`config.mk`:
```
export PLATFORM = sky130hd
export DESIGN_NAME = sea_access_cmd
export DESIGN_NICKNAME = d
export VERILOG_FILES = /design/src/sea_pkg.sv /design/src/sea_err_flag.sv /design/src/sea_access_cmd.sv
export SDC_FILE = /design/constraint.sdc
export NUM_CORES = 1
export LEC_CHECK = 0
export BUFFER_PORTS_ARGS = -buffer_cell sky130_fd_sc_hd__clkbuf_2
export CORE_MARGIN = 2
export CORE_UTILIZATION = 45
export DETAILED_ROUTE_END_ITERATION = 8
export MAX_ROUTING_LAYER = met4
export PLACE_DENSITY = 0.7
export SLEW_MARGIN = 20
export SYNTH_ARGS = -nofsm -noshare
export SYNTH_HDL_FRONTEND = slang
export SYNTH_SLANG_ARGS = --single-unit
```
`constraint.sdc`:
```
create_clock -name clk -period 1.8 [get_ports clk]
set_clock_uncertainty 0.05 [all_clocks]
set_input_delay 0.27 -clock clk [delete_from_list [all_inputs] [get_ports clk]]
set_output_delay 0.27 -clock clk [all_outputs]
set_load 0.03 [all_outputs]
```
`src/sea_pkg.sv`:
```
/*
 * Package for the serial EEPROM access command block: command-byte field
 * positions, request byte positions, reset values and the packed carriers.
 * Assumes a single 100 MHz core clock and a synchronous active-high reset.
 */
// Behaviour
// - Command bit 0 selects the access direction: 0 writes the EEPROM, 1 reads it.
// - With command bit 1 set the given device-address byte is used, else the default bus address.
// - Command bit 3 is set on an unexpected not-acknowledge in the master transfer, cleared on read.
// - Command bit 4 is set when 16 arbitration attempts in a row are lost, cleared on read.
// - Command bit 5 is set on a misplaced START or STOP in the master transfer, cleared on read.
// - The three error bits mean the same as the matching port status register error bits.
// - A request is command code, byte count (block only), command, address byte, low, high, data.
// - The byte count is present only for block transfers and counts the following bytes.
package sea_pkg;
    localparam int CMD_DIR_BIT = 0;
    localparam int CMD_USA_BIT = 1;
    localparam int CMD_NACK_BIT = 3;
    localparam int CMD_ARB_BIT = 4;
    localparam int CMD_MISP_BIT = 5;
    localparam logic [7:0] CMD_RSVD_MASK = 8'hC4;
    localparam logic [7:0] CMD_ERR_MASK = 8'h38;
    // byte positions within a request, counting from the command code
    localparam logic [2:0] POS_COMMAND_CODE = 3'h0;
    localparam logic [2:0] POS_BCNT = 3'h1;
    localparam logic [2:0] POS_CMD = 3'h2;
    localparam logic [2:0] POS_DADDR = 3'h3;
    localparam logic [2:0] POS_EEPROM_ADDRESS_LOW = 3'h4;
    localparam logic [2:0] POS_ADDRH = 3'h5;
    localparam logic [2:0] POS_DATA = 3'h6;
    localparam logic [7:0] RESET_BYTE = 8'h00;
    localparam logic [4:0] ARB_LIMIT = 5'h10;
    localparam logic [7:0] DEFAULT_ADDR_RST = 8'hA0;

    // request handed to the master engine
    typedef struct packed {
        logic read;
        logic [6:0] dev_addr;
        logic [15:0] byte_addr;
        logic [7:0] wdata;
    } sea_req_t;

    // outcome reported by the master engine for one transfer
    typedef struct packed {
        logic done;
        logic nack;
        logic arb_lost;
        logic misplaced;
        logic [7:0] rdata;
    } sea_rsp_t;
endpackage : sea_pkg

```
`src/sea_err_flag.sv`:
```
/*
 * One sticky read-to-clear error flag with the set winning over the clear.
 * Assumes set and clear are single-cycle strobes on the core clock.
 */
`timescale 1ns/100ps
module sea_err_flag (
    // clock and control
    input wire logic clk,
    input wire logic rst,
    input wire logic clk_en,
    // events
    input wire logic set,
    input wire logic clr,
    // state
    output logic flag
);
    logic flag_q;
    logic flag_d;

    // a set in the clearing cycle survives so no event is lost
    always_comb begin
        flag_d = flag_q;
        if (clr) begin
            flag_d = 1'b0;
        end
        if (set) begin
            flag_d = 1'b1;
        end
    end

    always_ff @(posedge clk) begin
        if (rst) begin
            flag_q <= 1'b0;
        end else if (clk_en) begin
            flag_q <= flag_d;
        end
    end

    assign flag = flag_q;

    set_wins_a: assert property (@(posedge clk) disable iff (rst)
        (clk_en && set) |=> flag_q) else $error("flag lost a set event");
endmodule : sea_err_flag

```
`src/sea_access_cmd.sv`:
```
/*
 * Serial EEPROM access command block: takes request bytes from the slave
 * byte sequencer, starts the master engine, gathers error bits and returns
 * the command byte and data byte to the host's next read.
 * Assumes the sequencer gives one byte strobe per byte with its position, and
 * the master engine reports one done pulse per start, with error strobes.
 */
`timescale 1ns/100ps
module sea_access_cmd
    import sea_pkg::*;
#(
    parameter int ARB_TRIES = int'(ARB_LIMIT)
) (
    // clock and control
    input wire logic clk,
    input wire logic rst,
    input wire logic clk_en,
    // slave byte sequencer, write side
    input wire logic wr_stb,
    input wire logic [2:0] wr_pos,
    input wire logic [7:0] wr_byte,
    input wire logic req_end,
    // slave byte sequencer, read side
    input wire logic rd_stb,
    input wire logic [2:0] rd_pos,
    output logic [7:0] rd_byte,
    // default bus address from the status register
    input wire logic [7:0] default_eeprom_bus_address,
    // master engine
    output logic start,
    output sea_req_t req,
    input wire logic arb_lost_try,
    input wire sea_rsp_t rsp,
    // status
    output logic busy,
    output logic [2:0] err_bits
);
    typedef enum logic [2:0] {
        SEA_IDLE = 3'b001,
        SEA_RUN = 3'b010,
        SEA_DONE = 3'b100
    } sea_state_t;

    // refuse counts that the 5-bit attempt counter cannot reach
    if (ARB_TRIES < 1 || ARB_TRIES > 31) begin : g_bad_tries
        $error("ARB_TRIES out of range");
    end

    localparam logic [4:0] ARB_MAX = 5'(ARB_TRIES);

    sea_state_t st_q, st_d;
    logic [7:0] cmd_q, cmd_d;
    logic [7:0] daddr_q, daddr_d;
    logic [15:0] baddr_q, baddr_d;
    logic [7:0] data_q, data_d;
    logic [4:0] arb_q, arb_d;
    logic [7:0] rd_q, rd_d;
    logic start_q, start_d;
    sea_req_t req_q, req_d;
    logic busy_q, busy_d;
    logic [2:0] err_set;
    logic err_clr;
    logic [2:0] err_flag;

    // picks the bus address: the given one when asked, else the default
    function automatic logic [6:0] pick_addr(input logic [7:0] cmd, input logic [7:0] given,
                                             input logic [7:0] dflt);
        pick_addr = cmd[CMD_USA_BIT] ? given[7:1] : dflt[7:1];
    endfunction : pick_addr

    // request capture and transfer sequencing
    always_comb begin
        st_d = st_q;
        cmd_d = cmd_q;
        daddr_d = daddr_q;
        baddr_d = baddr_q;
        data_d = data_q;
        arb_d = arb_q;
        start_d = 1'b0;
        err_set = 3'b000;
        // bytes land by position; the byte count is ignored here
        if (wr_stb && st_q == SEA_IDLE) begin
            case (wr_pos)
                POS_CMD: cmd_d = wr_byte & ~(CMD_RSVD_MASK | CMD_ERR_MASK);
                POS_DADDR: daddr_d = wr_byte;
                POS_EEPROM_ADDRESS_LOW: baddr_d[7:0] = wr_byte;
                POS_ADDRH: baddr_d[15:8] = wr_byte;
                POS_DATA: data_d = wr_byte;
                default: ;
            endcase
        end
        case (st_q)
            SEA_IDLE: begin
                if (req_end) begin
                    st_d = SEA_RUN;
                    start_d = 1'b1;
                    arb_d = 5'h00;
                end
            end
            SEA_RUN: begin
                if (arb_lost_try) begin
                    arb_d = arb_q + 5'h01;
                    if (arb_q + 5'h01 >= ARB_MAX) begin
                        err_set[1] = 1'b1;
                        st_d = SEA_DONE;
                    end
                end
                if (rsp.done) begin
                    err_set[0] = rsp.nack;
                    err_set[2] = rsp.misplaced;
                    if (rsp.arb_lost) begin
                        err_set[1] = 1'b1;
                    end
                    if (cmd_q[CMD_DIR_BIT]) begin
                        data_d = rsp.rdata;
                    end
                    st_d = SEA_DONE;
                end
            end
            SEA_DONE: st_d = SEA_IDLE;
            default: st_d = SEA_IDLE;
        endcase
        // request built from the next values, so the engine never sees a live input mux
        req_d.read = cmd_d[CMD_DIR_BIT];
        req_d.dev_addr = pick_addr(cmd_d, daddr_d, default_eeprom_bus_address);
        req_d.byte_addr = baddr_d;
        req_d.wdata = data_d;
        busy_d = (st_d != SEA_IDLE);
    end

    always_ff @(posedge clk) begin
        if (rst) begin
            st_q <= SEA_IDLE;
            cmd_q <= RESET_BYTE;
            daddr_q <= RESET_BYTE;
            baddr_q <= 16'h0000;
            data_q <= RESET_BYTE;
            arb_q <= 5'h00;
            start_q <= 1'b0;
            req_q <= '0;
            busy_q <= 1'b0;
        end else if (clk_en) begin
            st_q <= st_d;
            cmd_q <= cmd_d;
            daddr_q <= daddr_d;
            baddr_q <= baddr_d;
            data_q <= data_d;
            arb_q <= arb_d;
            start_q <= start_d;
            req_q <= req_d;
            busy_q <= busy_d;
        end
    end

    // error flags share the meaning of the port status register bits
    assign err_clr = clk_en && rd_stb && rd_pos == POS_CMD;
    genvar gi;
    generate
        for (gi = 0; gi < 3; gi++) begin : g_err
            sea_err_flag u_flag (
                .clk(clk),
                .rst(rst),
                .clk_en(clk_en),
                .set(err_set[gi]),
                .clr(err_clr),
                .flag(err_flag[gi])
            );
        end
    endgenerate

    // read-back byte; registered so the host sees a stable value
    always_comb begin
        rd_d = rd_q;
        if (rd_stb) begin
            case (rd_pos)
                POS_CMD: begin
                    rd_d = cmd_q;
                    rd_d[CMD_NACK_BIT] = err_flag[0];
                    rd_d[CMD_ARB_BIT] = err_flag[1];
                    rd_d[CMD_MISP_BIT] = err_flag[2];
                end
                POS_DADDR: rd_d = daddr_q;
                POS_EEPROM_ADDRESS_LOW: rd_d = baddr_q[7:0];
                POS_ADDRH: rd_d = baddr_q[15:8];
                POS_DATA: rd_d = data_q;
                default: rd_d = RESET_BYTE;
            endcase
        end
    end

    always_ff @(posedge clk) begin
        if (rst) begin
            rd_q <= RESET_BYTE;
        end else if (clk_en) begin
            rd_q <= rd_d;
        end
    end

    // every output leaves straight from a register; while busy the request changes only with the default address input and, on a read, with the data at done
    assign rd_byte = rd_q;
    assign start = start_q;
    assign req = req_q;
    assign busy = busy_q;
    assign err_bits = err_flag;

    start_once_a: assert property (@(posedge clk) disable iff (rst)
        (clk_en && st_q == SEA_IDLE && req_end) |=> start_q && st_q == SEA_RUN)
        else $error("accepted request did not start");
    dir_bit_a: assert property (@(posedge clk) disable iff (rst)
        req.read == cmd_q[CMD_DIR_BIT]) else $error("direction not from bit 0");
    addr_pick_a: assert property (@(posedge clk) disable iff (rst)
        cmd_q[CMD_USA_BIT] |-> req.dev_addr == daddr_q[7:1])
        else $error("given address unused");
    dflt_pick_a: assert property (@(posedge clk) disable iff (rst)
        (clk_en && !cmd_d[CMD_USA_BIT]) |=>
        {req.dev_addr, 1'b0} == ($past(default_eeprom_bus_address) & 8'hFE))
        else $error("default address unused");
    nack_set_a: assert property (@(posedge clk) disable iff (rst)
        (clk_en && st_q == SEA_RUN && rsp.done && rsp.nack) |=> err_flag[0])
        else $error("nack not flagged");
    arb_lim_a: assert property (@(posedge clk) disable iff (rst)
        (clk_en && st_q == SEA_RUN && arb_lost_try && arb_q == ARB_MAX - 5'h01) |=> err_flag[1])
        else $error("arbitration loss not flagged");
    misp_set_a: assert property (@(posedge clk) disable iff (rst)
        (clk_en && st_q == SEA_RUN && rsp.done && rsp.misplaced) |=> err_flag[2])
        else $error("misplaced condition not flagged");
    rsvd_zero_a: assert property (@(posedge clk) disable iff (rst)
        (cmd_q & CMD_RSVD_MASK) == 8'h00) else $error("reserved bits stored");
    rc_clear_a: assert property (@(posedge clk) disable iff (rst)
        (err_clr && err_set == 3'b000) |=> err_flag == 3'b000)
        else $error("read did not clear errors");
endmodule : sea_access_cmd

```
==> flow_summary_export.csv <==
group,metric,value,unit
place,dp_slack,0.07321,ns
place,port_buffers,84,
synthesis,synth_fp_nets,370,
pwr,power_density,770.7,nW/µm²
timing,period_needed,1.682,ns
place,dp_cells,487,
floorplanning,rows,30,
cts,cts.path.max_buffers,2,
synthesis,ys_types,48,
cts,clock_latency,0.34,ns
timing,setup_viol,0,
cts,h-tree-depth,3,
timing,worstMarginPinSlew,0.5671,ns
timing,rsz0062_at_grt,"no",
synthesis,yosysTopAreaCell,"dfxtp_1",
setup_path,ff2ff_setup_slack,0.12,ns
cts,cts_hold_buffers,0,
job,maxCapViolations,0,
synthesis,async_reset_ff_frac,0,
setup_path,reg2reg_depth,5,
synthesis,synthDominantCellAreaShare,0.4018,
synthesis,syn_area,3089,µm²
routing,drtIter0Drc,117,
setup_path,cp-start-kind,"register",
setup_path,cp-end-kind,"register",
global_route,antenna_found_initial,0,
synthesis,avgSynthCellArea,9.418,µm²
floorplanning,die_area,7544,µm²
hold_path,min_path_cells,2,
setup_path,cp.required,1.97,ns
timing,slew_headroom,0.6211,
synthesis,yosys-top-cells-area,"dfxtp_1 (40%), mux2i_1 (12%), nor2_1 (4.9%)",
synthesis,synth_cells,328,
setup_path,crit_arrival,1.86,ns
synthesis,synth-seq-area-share,0.4018,
setup_path,rr_endpoint,"req[20]$_SDFFE_PP0P_",
pwr,finalPower,2.970,mW
cts,cts_tree,"done",
timing,hold_viol,0,
cts,cts-root-buf,"clkbuf_8",
place,dpl.hpwl,6.273,mm
final_layout,nNetsFinal,460,
timing,whs,0.09374,ns
routing,drt_first_pass_iters,6,
routing,routedWlPerCell,16.78,µm
routing,final_antenna_net_count,0,
global_route,grt_pass1_wl,13.30,mm
hold_path,min_to,"req[27]$_SDFFE_PP0P_",
timing,setup_ws,0.1182,ns
final_layout,area_growth,24.75,%
hold_path,min-delay-start,"default_eeprom_bus_address[4]",
synthesis,ys_seq_elements,62,
routing,drc,0,
cts,cts_sinks,62,
floorplanning,core-area,6719,µm²
timing,fin_setup_tns,0,ns
setup_path,critPathSlowestCell,"or4b_1",
synthesis,synth_edf_count,0,
floorplanning,die_x,86.86,µm
final_layout,fin_cells,501,
setup_path,path_buf_inv,1,
pwr,peakVddDrop,352.8,µV
setup_path,crit_start,"st_q[1]$_SDFFE_PP0P_",
cts,cts_buffers,9,
floorplanning,die_h,86.86,µm
floorplanning,initial_utilization,0.4598,
global_route,grtUsageTotal,0.2351,
routing,wl,8.408,mm
setup_path,reg2reg_from,"st_q[1]$_SDFFE_PP0P_",
synthesis,synth_warnings,0,
global_route,grt_max_degree,32,
place,gp_congestion,0.8971,
timing,slew_violations,0,
pwr,p_leak,1.647,nW
setup_path,max_stage_delay,0.51,ns
timing,max_freq,594.6,MHz
outcome,status,"completed",
setup_path,crit_type,"register to register",
hold_path,hp-class,"input pin to register",
setup_path,critPathTopFamily,"simple AND/OR/NAND/NOR gates",
timing,period_share,0.9343,
setup_path,critPathMaxFanout,8,
final_layout,insertedDiodeCount,0,
cts,clk_pin_slew,0.07,ns
synthesis,synthFlopType,"dfxtp_1",
routing,via_per_inst,5.731,
routing,num_vias,2871,
floorplanning,io_pins,86,
global_route,grt_overflow_total,0,
final_layout,layout-drive-gt1-share,0.3373,
setup_path,crit_path_cell_trace,"nand4bb_4 -> or4b_1 -> buf_4 -> mux2i_1 -> nor2_1",
global_route,grt_pass1_vias,2690,
final cells by class:
| cell class | instances | area, µm² |
|---|---|---|
| clock buffer | 13 | 158.9 |
| clock inverter | 1 | 30.03 |
| fill | 629 | 2865 |
| inverter | 1 | 3.754 |
| multi-input combinational | 241 | 1715 |
| sequential | 62 | 1245 |
| tap | 80 | 100.1 |
| timing repair buffer | 103 | 600.6 |
power breakdown:
part           leakage [nW]  internal (mW)  switching, mW
clock network        0.0956          0.702          0.519
registers             0.502           1.40         0.0227
logic                  1.05          0.126          0.203
total                  1.65           2.23          0.744
worst max path at each step:
stage / end / slack [ns] / cells after the start
5_1_grt: req[22]$_SDFFE_PP0P_ / 0.008 / 5
6_report: req[20]$_SDFFE_PP0P_ / 0.12 / 5
3_3_place_gp: req[26]$_SDFFE_PP0P_ / 0.11 / 4
4_1_cts: req[26]$_SDFFE_PP0P_ / 0.06 / 4
3_5_place_dp: req[27]$_SDFFE_PP0P_ / 0.07 / 4
2_1_floorplan: req[0]$_SDFFE_PP0P_ / 0.15 / 5
worst reg2reg max path, cell delays in order, from the launching register on:
cell and delay, ns:
dfxtp_2 0.35, nand4bb_4 0.22, or4b_1 0.51, buf_4 0.21, mux2i_1 0.17, nor2_1 0.05
cells in the final DEF, fill, tap and decap left out, drive strengths merged, types with 2 or more instances in the layout:
master and instances:
a2111o 6, dfxtp 62, a222oi 5, mux2 8
and3 3, a32oi 2, nor3b 3, nor4bb 2
nor4 2, a21oi 9, xor2 2, a22o 14
nand2b 8, o21ai 12, buf 19, nand2 23
a22oi 3, clkbuf 97, and2 2, mux2i 36
nor2 40, nor3 14, nor2b 5, nand4 2
a211oi 8, nand3 18
cell families (layout without fill, tap and decap cells):
group,after synthesis,count (layout),share of synthesized area
AO/OA/AOI/OAI,66,66,0.1790
XOR/XNOR,2,2,0.005671
adder cells (fa/ha/maj),1,1,0.004050
buffers and inverters,25,118,0.04496
flip-flops,62,62,0.4018
multiplexers,44,44,0.1458
AND/OR/NAND/NOR,128,128,0.2187
state kept, by name, summed over array words and instances (netlist names):
name,flops
req,31
daddr_q,8
start,1
st_q,3
g_err.u_flag.flag,3
arb_q,5
busy,1
rd_byte,8
cmd_q,2
synthesized netlist by cell type (5+ instances only):
cell	n
buf_4	5
nor2b_1	5
clkbuf_1	10
dfxtp_1	62
o21ai_0	12
nor3_1	14
a22o_1	14
nand3_1	18
nor2_1	40
nand2b_1	8
a21oi_1	7
a222oi_1	5
mux2i_1	36
a211oi_2	8
a2111o_1	6
mux2_2	8
nand2_1	23
layer usage:
metal | GRT usage | part of all wire | up-vias
met3 | 0.05877 | 0.064 | 13
li1 | - | - | 1388
met5 | - | 0 | -
met4 | 0.08381 | 0.021 | 0
met1 | 0.3088 | 0.46 | 1358
met2 | 0.3511 | 0.45 | 112
metrics by stage:
stage	utilization	instance area, µm²
finish	0.5736	3854
global route	0.5736	3854
CTS	0.5721	3844
detailed placement	0.5439	3655
global placement	0.5439	3655
floorplan	-	3089
repair_timing:
item / in CTS / in global routing
buffers inserted: 0 / 0
gates resized for setup: 0 / 4
endpoints found under the setup margin: 0 / 17
No activity file was read; power rests on OpenSTA's default activity.
